File: src/hw/adc_ctrl_pkg.sv
// Constants shared by the converter control block and its clock divider.
// Assumes an 8-bit register port and a 10-bit successive approximation core.
package adc_ctrl_pkg;

   // Register offsets on the plain register port
   localparam logic [1:0] OFS_CONTROL     = 2'h0;  // Enable, speed, channel
   localparam logic [1:0] OFS_STATUS      = 2'h1;  // Done flag, busy
   localparam logic [1:0] OFS_RESULT_HIGH = 2'h2;  // Result bits 9..2
   localparam logic [1:0] OFS_RESULT_LOW  = 2'h3;  // Result bits 1..0

   // Control register fields
   localparam int         CTRL_EN_BIT     = 0;     // Converter enable
   localparam int         CTRL_FAST_BIT   = 1;     // Converter clock at half CPU clock
   localparam int         CTRL_CH_LSB     = 2;     // Channel select, low bit
   localparam int         CH_W            = 3;     // Channel select width
   localparam logic [7:0] CTRL_MASK       = 8'h1f; // Implemented control bits
   localparam logic [7:0] CTRL_RESET      = 8'h00; // Disabled, slow, channel 0

   // Status register fields
   localparam int         STAT_DONE_BIT   = 0;     // Conversion done
   localparam int         STAT_BUSY_BIT   = 1;     // Conversion under way

   // Result layout
   localparam int         RES_W           = 10;    // Result width
   localparam int         RES_LOW_W       = 2;     // Bits held in the low register

   // Converter clock divides in CPU clock cycles, conversion timing in converter clock ticks
   localparam int         DIV_FAST        = 2;     // CPU clock divided by two
   localparam int         DIV_SLOW        = 4;     // Default slower divide
   localparam int         SAMPLE_TICKS    = 4;     // Track phase length

   // Conversion sequencer states, Gray coded in order from idle to decide
   typedef enum logic [1:0] {
      ST_IDLE   = 2'b00,
      ST_SAMPLE = 2'b01,
      ST_TRIAL  = 2'b11,
      ST_DECIDE = 2'b10
   } conv_state_t;

endpackage : adc_ctrl_pkg

File: src/hw/adc_clock_divider.sv
// Converter clock enable generator: one-cycle ticks at the slow or fast rate.
// Assumes restart_i and fast_i come from logic on the same clock.
`timescale 1ns/10ps
module adc_clock_divider
   import adc_ctrl_pkg::*;
#(
   parameter int DIV_SLOW_P = DIV_SLOW
) (
   input  wire logic clk_i,
   input  wire logic rst_n_i,
   input  wire logic fast_i,     // Select half CPU clock rate
   input  wire logic restart_i,  // Realign the divider
   output logic      tick_o      // Converter clock enable pulse
);

   localparam int CNT_W = $clog2(DIV_SLOW_P + 1);

   logic [CNT_W-1:0] count;      // Cycles since last tick
   logic [CNT_W-1:0] next_count;
   logic [CNT_W-1:0] limit;      // Terminal count for the chosen rate

   // Pick terminal count; fast gives a tick every second cycle
   always_comb begin
      limit = fast_i ? CNT_W'(DIV_FAST - 1) : CNT_W'(DIV_SLOW_P - 1);
      tick_o = (count >= limit);
   end

   // Count up, wrap on tick, clear on restart
   always_comb begin
      if (restart_i) begin
         next_count = '0;
      end else if (tick_o) begin
         next_count = '0;
      end else begin
         next_count = count + CNT_W'(1);
      end
   end

   // Register the counter
   always_ff @(posedge clk_i or negedge rst_n_i) begin
      if (!rst_n_i) begin
         count <= '0;
      end else begin
         count <= next_count;
      end
   end

   // Fast rate spaces ticks exactly two cycles apart
   property p_fast_rate;
      @(posedge clk_i) disable iff (!rst_n_i)
      (tick_o && fast_i && !restart_i) ##1 !restart_i |-> !tick_o ##1 (!fast_i || tick_o);
   endproperty
   a_fast_rate: assert property (p_fast_rate)
      else $error("fast converter clock not at half CPU rate");

endmodule : adc_clock_divider

File: src/hw/adc_conversion_control.sv
// Converter control: registers, converter clock, successive approximation sequencer.
// Assumes an analog mux and comparator outside; comp_i is asynchronous to clk_i.
`timescale 1ns/10ps

// Summary of operation
// - Speed bit runs converter at half CPU clock
// - Channel field selects the sampled input
// - Control write while enabled restarts conversion
// - New conversion begins at once, no wait
// - Done flag and result at conversion end
// - Continuous conversion unless single-shot variant
// - Result split high eight, low two
// - Only high register read clears done
// - Result halves overwritten each conversion, unlatched
module adc_conversion_control
   import adc_ctrl_pkg::*;
#(
   parameter bit SINGLE_SHOT = 1'b0,      // Stop after each conversion
   parameter int DIV_SLOW_P  = DIV_SLOW   // Default converter clock divide
) (
   input  wire logic            clk_i,
   input  wire logic            arst_n_i,   // Asynchronous reset, active low
   input  wire logic [1:0]      addr_i,     // Register offset
   input  wire logic [7:0]      wdata_i,    // Write data
   input  wire logic            we_i,       // Write strobe
   input  wire logic            re_i,       // Read strobe
   output logic      [7:0]      rdata_o,    // Read data, cycle after strobe
   input  wire logic            comp_i,     // Comparator: input above trial
   output logic      [CH_W-1:0] channel_o,  // Analog mux select
   output logic                 sample_o,   // Track phase of sample and hold
   output logic      [RES_W-1:0] trial_o    // Trial code to the DAC
);

   logic              rst_meta;      // Reset release, first stage
   logic              rst_n;         // Synchronised reset
   logic              comp_meta;     // Comparator, first stage
   logic              comp_sync;     // Comparator, usable copy
   logic              tick;          // Converter clock enable

   conv_state_t       state, next_state;
   logic [7:0]        ctrl, next_ctrl;             // Control register
   logic              done, next_done;             // Conversion done flag
   logic [RES_W-1:0]  result, next_result;         // Data registers
   logic [RES_W-1:0]  sar, next_sar;               // Approximation in progress
   logic [3:0]        bit_idx, next_bit_idx;       // Bit under trial
   logic [2:0]        cnt, next_cnt;               // Track phase ticks
   logic [7:0]        next_rdata;
   logic              wr_ctrl;                     // Control register write
   logic              rd_high;                     // High data register read
   logic              rd_low;                      // Low data register read
   logic              en;                          // Converter enabled
   logic              eoc;                         // End of conversion pulse
   logic [RES_W-1:0]  decided;                     // Sar after this decision

   // One-hot mask for a result bit
   function automatic logic [RES_W-1:0] bit_mask(input logic [3:0] idx);
      bit_mask = RES_W'(1) << idx;
   endfunction : bit_mask

   // Reset release synchroniser
   always_ff @(posedge clk_i or negedge arst_n_i) begin
      if (!arst_n_i) begin
         rst_meta <= 1'b0;
         rst_n    <= 1'b0;
      end else begin
         rst_meta <= 1'b1;
         rst_n    <= rst_meta;
      end
   end

   // Comparator synchroniser
   always_ff @(posedge clk_i or negedge rst_n) begin
      if (!rst_n) begin
         comp_meta <= 1'b0;
         comp_sync <= 1'b0;
      end else begin
         comp_meta <= comp_i;
         comp_sync <= comp_meta;
      end
   end

   // Register port decode
   always_comb begin
      wr_ctrl = we_i && (addr_i == OFS_CONTROL);
      rd_high = re_i && (addr_i == OFS_RESULT_HIGH);
      rd_low  = re_i && (addr_i == OFS_RESULT_LOW);
      en      = ctrl[CTRL_EN_BIT];
   end

   // Converter clock, realigned on each control write
   adc_clock_divider #(
      .DIV_SLOW_P (DIV_SLOW_P)
   ) u_div (
      .clk_i     (clk_i),
      .rst_n_i   (rst_n),
      .fast_i    (ctrl[CTRL_FAST_BIT]),
      .restart_i (wr_ctrl),
      .tick_o    (tick)
   );

   // Decision on the bit under trial; keep it when the input lies above
   always_comb begin
      decided = comp_sync ? sar : (sar & ~bit_mask(bit_idx));
      eoc     = en && tick && (state == ST_DECIDE) && (bit_idx == 4'h0) && !wr_ctrl;
   end

   // Sequencer and register next values
   always_comb begin
      next_state   = state;
      next_ctrl    = ctrl;
      next_sar     = sar;
      next_bit_idx = bit_idx;
      next_cnt     = cnt;
      next_result  = result;
      if (wr_ctrl) begin
         // Any control write restarts; enabled means track at once
         next_ctrl    = wdata_i & CTRL_MASK;
         next_sar     = '0;
         next_bit_idx = 4'(RES_W - 1);
         next_cnt     = 3'h0;
         next_state   = wdata_i[CTRL_EN_BIT] ? ST_SAMPLE : ST_IDLE;
      end else if (!en) begin
         // Disabled: nothing runs
         next_state = ST_IDLE;
      end else if (tick) begin
         unique case (state)
            ST_IDLE: begin
               // Single-shot waits here for the next control write
               next_state = ST_IDLE;
            end
            ST_SAMPLE: begin
               if (cnt == 3'(SAMPLE_TICKS - 1)) begin
                  next_state   = ST_TRIAL;
                  next_sar     = bit_mask(4'(RES_W - 1));
                  next_bit_idx = 4'(RES_W - 1);
               end else begin
                  next_cnt = cnt + 3'h1;
               end
            end
            ST_TRIAL: begin
               // Let the comparator settle through its synchroniser
               next_state = ST_DECIDE;
            end
            ST_DECIDE: begin
               if (bit_idx == 4'h0) begin
                  // Result overwritten whole, no pairing with reads
                  next_result = decided;
                  next_sar    = '0;
                  next_cnt    = 3'h0;
                  next_state  = SINGLE_SHOT ? ST_IDLE : ST_SAMPLE;
               end else begin
                  next_sar     = decided | bit_mask(bit_idx - 4'h1);
                  next_bit_idx = bit_idx - 4'h1;
                  next_state   = ST_TRIAL;
               end
            end
         endcase
      end
   end

   // Done flag: set wins over the clearing read of the high register
   always_comb begin
      if (eoc) begin
         next_done = 1'b1;
      end else if (rd_high) begin
         next_done = 1'b0;
      end else begin
         next_done = done;
      end
   end

   // Read data mux; stands for one cycle only, zero otherwise
   always_comb begin
      next_rdata = 8'h00;
      if (re_i) begin
         unique case (addr_i)
            OFS_CONTROL:     next_rdata = ctrl;
            OFS_STATUS:      next_rdata = {6'h00, (state != ST_IDLE), done};
            OFS_RESULT_HIGH: next_rdata = result[RES_W-1:RES_LOW_W];
            OFS_RESULT_LOW:  next_rdata = {6'h00, result[RES_LOW_W-1:0]};
         endcase
      end
   end

   // State registers
   always_ff @(posedge clk_i or negedge rst_n) begin
      if (!rst_n) begin
         state   <= ST_IDLE;
         ctrl    <= CTRL_RESET;
         done    <= 1'b0;
         result  <= '0;
         sar     <= '0;
         bit_idx <= 4'h0;
         cnt     <= 3'h0;
         rdata_o <= 8'h00;
      end else begin
         state   <= next_state;
         ctrl    <= next_ctrl;
         done    <= next_done;
         result  <= next_result;
         sar     <= next_sar;
         bit_idx <= next_bit_idx;
         cnt     <= next_cnt;
         rdata_o <= next_rdata;
      end
   end

   // Outputs to the analog side
   always_comb begin
      channel_o = ctrl[CTRL_CH_LSB +: CH_W];
      sample_o  = (state == ST_SAMPLE);
      trial_o   = sar;
   end

   property p_channel;
      @(posedge clk_i) disable iff (!rst_n)
      wr_ctrl |=> channel_o == $past(wdata_i[CTRL_CH_LSB +: CH_W]);
   endproperty
   a_channel: assert property (p_channel)
      else $error("channel select not taken from control write");

   property p_restart;
      @(posedge clk_i) disable iff (!rst_n)
      (wr_ctrl && (state != ST_IDLE) && wdata_i[CTRL_EN_BIT]) |=> (trial_o == '0) && (bit_idx == 4'(RES_W - 1));
   endproperty
   a_restart: assert property (p_restart)
      else $error("control write did not abort conversion");

   property p_no_wait;
      @(posedge clk_i) disable iff (!rst_n)
      (wr_ctrl && wdata_i[CTRL_EN_BIT]) |=> sample_o && (cnt == 3'h0) && (trial_o == '0);
   endproperty
   a_no_wait: assert property (p_no_wait)
      else $error("new conversion did not start at once");

   property p_done_set;
      @(posedge clk_i) disable iff (!rst_n)
      eoc |=> done && (result == $past(decided));
   endproperty
   a_done_set: assert property (p_done_set)
      else $error("done flag or result missing at conversion end");

   property p_continuous;
      @(posedge clk_i) disable iff (!rst_n)
      (eoc && !SINGLE_SHOT) |=> sample_o && (cnt == 3'h0);
   endproperty
   a_continuous: assert property (p_continuous)
      else $error("next conversion did not follow");

   property p_high_read;
      @(posedge clk_i) disable iff (!rst_n)
      rd_high |=> rdata_o == $past(result[RES_W-1:RES_LOW_W]);
   endproperty
   a_high_read: assert property (p_high_read)
      else $error("high data register content wrong");

   property p_high_clears;
      @(posedge clk_i) disable iff (!rst_n)
      (rd_high && !eoc) |=> !done;
   endproperty
   a_high_clears: assert property (p_high_clears)
      else $error("high register read did not clear done");

   property p_low_keeps;
      @(posedge clk_i) disable iff (!rst_n)
      (rd_low && done) |=> done;
   endproperty
   a_low_keeps: assert property (p_low_keeps)
      else $error("low register read changed done");

   property p_overwrite;
      @(posedge clk_i) disable iff (!rst_n)
      !eoc |=> $stable(result);
   endproperty
   a_overwrite: assert property (p_overwrite)
      else $error("result changed outside conversion end");

   property p_disabled;
      @(posedge clk_i) disable iff (!rst_n)
      (!en && !wr_ctrl && !done) |=> !done && !sample_o;
   endproperty
   a_disabled: assert property (p_disabled)
      else $error("activity while converter disabled");

endmodule : adc_conversion_control

File: config.mk
export PLATFORM = sky130hd
export DESIGN_NAME = adc_conversion_control
export DESIGN_NICKNAME = d
export VERILOG_FILES = /design/src/hw/adc_ctrl_pkg.sv /design/src/hw/adc_clock_divider.sv /design/src/hw/adc_conversion_control.sv
export SDC_FILE = /design/constraint.sdc
export NUM_CORES = 1
export LEC_CHECK = 0
export BUFFER_PORTS_ARGS = -buffer_cell sky130_fd_sc_hd__buf_2
export CORE_MARGIN = 5
export CORE_UTILIZATION = 55
export CTS_CLUSTER_SIZE = 12
export DETAILED_ROUTE_END_ITERATION = 8
export GPL_TIMING_DRIVEN = 0
export PLACE_DENSITY_LB_ADDON = 0.25
export SLEW_MARGIN = 20
export SYNTH_ARGS = -nofsm -noshare
export SYNTH_HDL_FRONTEND = slang
export SYNTH_SLANG_ARGS = --single-unit
File: constraint.sdc
create_clock -name clk_i -period 4.5 [get_ports clk_i]
set_clock_uncertainty 0.15 [all_clocks]
set_input_delay 0.9 -clock clk_i [delete_from_list [all_inputs] [get_ports clk_i]]
set_output_delay 0.9 -clock clk_i [all_outputs]
set_load 0.01 [all_outputs]
Word-level counts from Yosys, hierarchy flattened
Index checks and enable logic that the tools add are counted.

storage, ports and cells
  bits of input ports = 15
  output and inout bits = 22
  register bits after elaboration = 50
  logic and storage cells = 89

operators by class
  shift operators = 2
  equality and inequality tests = 13
  add/sub/neg operators = 3
  order comparisons = 1
  reductions and logical operators = 20
  muxes and demuxes = 33
  bitwise gates (word level) = 4

operators by type and width
  operator              count
  $mux 10               6
  $pmux 8 s4            1
  $mux 3                7
  $mux 4                5
  $pmux 10 s2           1
  $shl 1x4->10 const A  2
  $reduce_and 5->1      3
  $mux 2                6
  $and 10x10->10        1
  $not 10->10           1
  $or 10x10->10         1
  $eq 2x2->1 const B    4
  $mux 8                1
  $pmux 2 s4            1
  $pmux 4 s2            1
  $reduce_bool 2->1     4
  $add 3x1->3 const B   2
  $logic_and 1x1->1     6
  $ne 3x2->1 const B    2
  $ne 3x3->1 const B    2
  $pmux 3 s2            1
  $eq 2x1->1 const B    2
  $logic_not 2->1       2
  $logic_not 4->1       1
  11 further kinds      13

Logic depth before layout (Yosys ltp)
  depth in word-level cells = 10
  depth in mapped cells = 9
  depth with buffers taken out = 7

Modules after synthesis
A second synthesis with hierarchy kept.

unflattened totals
  cell total of the unflattened synthesis = 242
  area total of the unflattened synthesis = 2,513.7 um2

by module, submodules not included
  module                  times used  cells an instance  area each (um2)
  adc_conversion_control  1           233                2,373.5
  adc_clock_divider       1           9                  140.1

Least setup slack after synthesis
OpenSTA, ideal clock, no wires.

  path kind = input to register
  from = input port addr_i[0]
  to = register sar[0] (netlist: trial_o[0])
  data required time = 4.224 ns
  arrival = 2.065 ns
  setup slack = 2.159 ns
  path buffers = 0
  stages on the path = 5
  library setup time = 0.126 ns
  cell sequence = or3b_2 > nand3_1 > or2_4 > nor2_2 > a221o_1

on the way
  cells in the longest elaborated chain, start to end = 4
  elaborated cells on any way between the ends = 8
  classes of those cells = 1 x eq/ne; 1 x mux; 6 x reduce/logical

RTL lines
  what                                          RTL line                       text
  from (decl)                                   adc_conversion_control.sv:23   input wire logic [1:0] addr_i,
  $logic_not 2->1 (*)                           adc_conversion_control.sv:84   wr_ctrl = we_i && (addr_i == OFS_CONTROL);
  $logic_and 1x1->1 (*)                         adc_conversion_control.sv:84
  $ne 3x1->1 (no line) (tied with other cells)  -
  $reduce_and 4->1 (no line)                    -
  to (signal assigned)                          adc_conversion_control.sv:201  sar <= next_sar;
  to (decl)                                     adc_conversion_control.sv:44   logic [RES_W-1:0] sar, next_sar;

Mark *: on every way between the ends. The rest lies on a longest branch, timed or not.
A chain may end at the register's enable or synchronous reset.

Final worst setup path
  from = register bit_idx[0]
  to = register sar[0] (netlist: trial_o[0])

on the way
  cells in the longest elaborated chain, start to end = 10
  elaborated cells on any way between the ends = 13
  classes of those cells = 1 x add/sub; 2 x shift; 6 x mux; 3 x bitwise; 1 x reduce/logical

RTL lines
  what                                                                 RTL line                       text
  from (decl)                                                          adc_conversion_control.sv:45   logic [3:0] bit_idx, next_bit_idx;
  from (signal assigned)                                               adc_conversion_control.sv:202  bit_idx <= next_bit_idx;
  parallel branches: the longest is 5 deep, another holds $sub 4x1->4  -
  $mux 10 (*)                                                          adc_conversion_control.sv:145  if (bit_idx == 4'h0) begin
  $pmux 10 s2 (*)                                                      adc_conversion_control.sv:126  unique case (state)
  $mux 10 (*)                                                          adc_conversion_control.sv:125  end else if (tick) begin
  $mux 10 (*)                                                          adc_conversion_control.sv:122  end else if (!en) begin
  $mux 10 (*)                                                          adc_conversion_control.sv:115  if (wr_ctrl) begin

Every way passes the cells marked *. The select of a mux whose other input is x is not followed.

==> results.tsv <==
stage	metric	value	unit
setup_path	critPathMaxStageDelay	0.39	ns
synthesis	ys_async_sr_fraction	100	%
routing	drt_iter0_markers	147	
setup_path	crit_slowest_cell	dfrtp_1	
setup_path	critPathCaptureType	register	
placed_design	dp_cells	339	
die	ios	37	
timing	fin_setup_tns	0	ns
die	dieArea	6030	um2
synthesis	syn_avg_cell_area	9.95	um2
cts	cts_resized	0	
cells_and_area	final_util	65.4	%
placed_design	port_buffers	33	
cells_and_area	nNetsFinal	322	
synthesis	synth_cell_type_count	46	
power_and_ir_drop	p_seq_share	55.0	%
power_and_ir_drop	vdd_drop_max	184	uV
timing	tightest_slew	0.680	ns
cells_and_area	final_cell_mix	49 x dfrtp_1, 36 x nand2_1, 35 x buf_2	
cts	cts_buffers	5	
cells_and_area	drive_gt1_share	21.7	%
timing	fmaxAchievable	0.377	GHz
cts	postCtsHoldBufs	0	
timing	holdWs	0.0296	ns
setup_path	start_kind	register	
cells_and_area	n_antenna_cell	0	
worst_hold_path	hold_path_class	reg -> async	
synthesis	ys_seq_elements	50	
cts	cts_setup_buffers	0	
power_and_ir_drop	intPower	0.654	mW
timing	period_share	59.0	%
synthesis	synth_ff_type	dfrtp_1	
cells_and_area	area_growth	13.9	%
global_routing	track_usage	19.0	%
timing	maxSlewHeadroom	54.6	%
cts	clockRootBuffer	clkbuf_8	
power_and_ir_drop	power_density	319	nW/um2
cts	cts_tree	yes	
die	rows	24	
setup_path	crit_buf_inv	2	
global_routing	grt_pass1_vias	1930	
timing	fin_crit	2.65	ns
synthesis	postSynthCellCount	253	
cells_and_area	final_common_cell	dfrtp_1	
global_routing	grt.overflow.total	0	
synthesis	synth_fp_nets	281	
routing	route.detailed.drc	0	
power_and_ir_drop	p_leak	1.38	nW
cts	clkLatencyLatePin	0.31	ns
cts	clock-sinks	50	
power_and_ir_drop	p_comb_share	14.9	%
power_and_ir_drop	p_sw_share	28.4	%
routing	dr.pass1.iters	5	
setup_path	critPathRequiredTime	4.60	ns
die	die_y	77.6	um
die	dieWidth	77.6	um
global_routing	grt_max_degree	34	
timing	setup_viol	0	
setup_path	worstSetupPathType	reg -> reg	
synthesis	yosysSeqAreaShare	49.7	%
routing	final_antenna_net_count	0	
synthesis	netlist_area	2520	um2
timing	slew_violations	0	
synthesis	ys_warn_count	0	
routing	routed_via_density	5.70	
run_status	status	completed	
cts	clk_pin_slew_worst_paths	0.10	ns
power_and_ir_drop	p_sw	0.259	mW
setup_path	critPathTopFamily	simple AND/OR/NAND/NOR gates	
setup_path	crit_arrival	2.76	ns
timing	hold_viol_final	0	
synthesis	synth_edf_count	0	
global_routing	grt_pass1_wl	9.30	mm
routing	vias	1978	
power_and_ir_drop	p_clk_share	30.1	%
cts	clockBufferDepth	2	
placed_design	dp_hpwl	4.03	mm
placed_design	place_congestion	0.849	
run	max_cap_viol_count	0	
setup_path	path_cells	clkbuf_1 -> inv_1 -> ha_1 -> or3b_4 -> nand3_1 -> or2_4 -> nor2_2 -> a221o_1	
cts	htreeDepth	2	
cells_and_area	stdcell_count	347	
routing	wl_per_cell	15.4	um
global_routing	antenna_found_initial	0	
timing	rsz0062_at_grt	no	
routing	wirelength	5.35	mm
die	initial_core_util	57.4	%
die	core_area	4380	um2
setup_path	cp_max_fo	9	
[final cells by class]
cell class,count,area [um2]
fill,361,1520
sequential,50,1250
multi-input combinational,178,1140
timing repair buffer,34,185
buffer,14,81.3
clock buffer,5,68.8
tap,52,65.1
inverter,11,41.3
clock inverter,3,28.8
[metal layers]
metal	share of wire, %	up-vias	global-route usage (%)
met5	0	-	0
met4	1.3	0	6.53
met3	7.0	6	4.40
met2	48	73	30.4
met1	44	940	25.5
li1	-	959	-
[cells in the mapped netlist, drive strengths merged (2+ instances only)]
library cell,n,area (um2)
or3b,2,20.0
ha,13,163
nor2,23,88.8
nor2b,2,12.5
a22o,7,61.3
nand2,36,135
a21oi,9,48.8
and2,2,12.5
nor3,7,35.0
or2,3,21.3
mux4,2,45.0
or4,2,18.8
and3,5,31.3
nor4,3,18.8
buf,7,55.1
clkbuf,7,26.3
o21ai,26,130
nand2b,7,43.8
nand3,2,10.0
a221o,2,20.0
dfrtp,50,1250
inv,11,41.3
mux2i,7,70.1
o31ai,4,40.0
[sequential cells by signal, summed over array words and instances (netlist names), 2 cells and up]
name / cells
bit_idx: 4
cnt: 3
ctrl: 5
rdata_o: 8
result: 10
state: 2
trial_o: 10
u_div.count: 3
[per-stage QoR]
step | worst slack, ns | instance area, um2 | power [mW]
after floorplan | 2.16 | 2520 | 0.603
after global placement | 1.71 | 2750 | 0.641
after detailed placement | 1.65 | 2770 | 0.648
after CTS | 1.89 | 2870 | 0.926
after global routing | 1.68 | 2870 | 0.970
final | 1.85 | 2870 | 0.913
[worst paths after layout]
check	slack [ns]	start	depth (start not counted)	to
max	1.85	bit_idx[0]$_DFFE_PN0P_	8	trial_o[0]$_DFFE_PN0P_
min	0.03	rst_n$_DFF_PN0_	0	ctrl[2]$_DFFE_PN0N_
max reg2reg	1.85	bit_idx[0]$_DFFE_PN0P_	8	trial_o[0]$_DFFE_PN0P_
min reg2reg	0.03	rst_n$_DFF_PN0_	0	ctrl[2]$_DFFE_PN0N_
max in group asynchronous	3.68	rst_n$_DFF_PN0_	1	cnt[1]$_DFFE_PN0P_
min in group clk_i	0.20	rst_meta$_DFF_PN0_	0	rst_n$_DFF_PN0_
[kinds of logic after synthesis]
| family | share of synthesized area (%) |
|---|---|
| AOI/OAI and AO/OA | 14.9 |
| adders and majority gates | 6.46 |
| buffers and inverters | 4.87 |
| DFF | 49.7 |
| muxes | 4.57 |
| other | 0.149 |
| and+or+nand+nor | 19.3 |
[power by group through the flow]
stage / Combinational [mW] / Sequential [mW] / Clock (mW)
final: 0.136 / 0.502 / 0.275
after global routing: 0.158 / 0.506 / 0.306
after CTS: 0.138 / 0.502 / 0.286
after detailed placement: 0.137 / 0.511 / 0
after global placement: 0.125 / 0.516 / 0
after floorplan: 0.0930 / 0.510 / 0
Power figures use the tool's default switching activity.
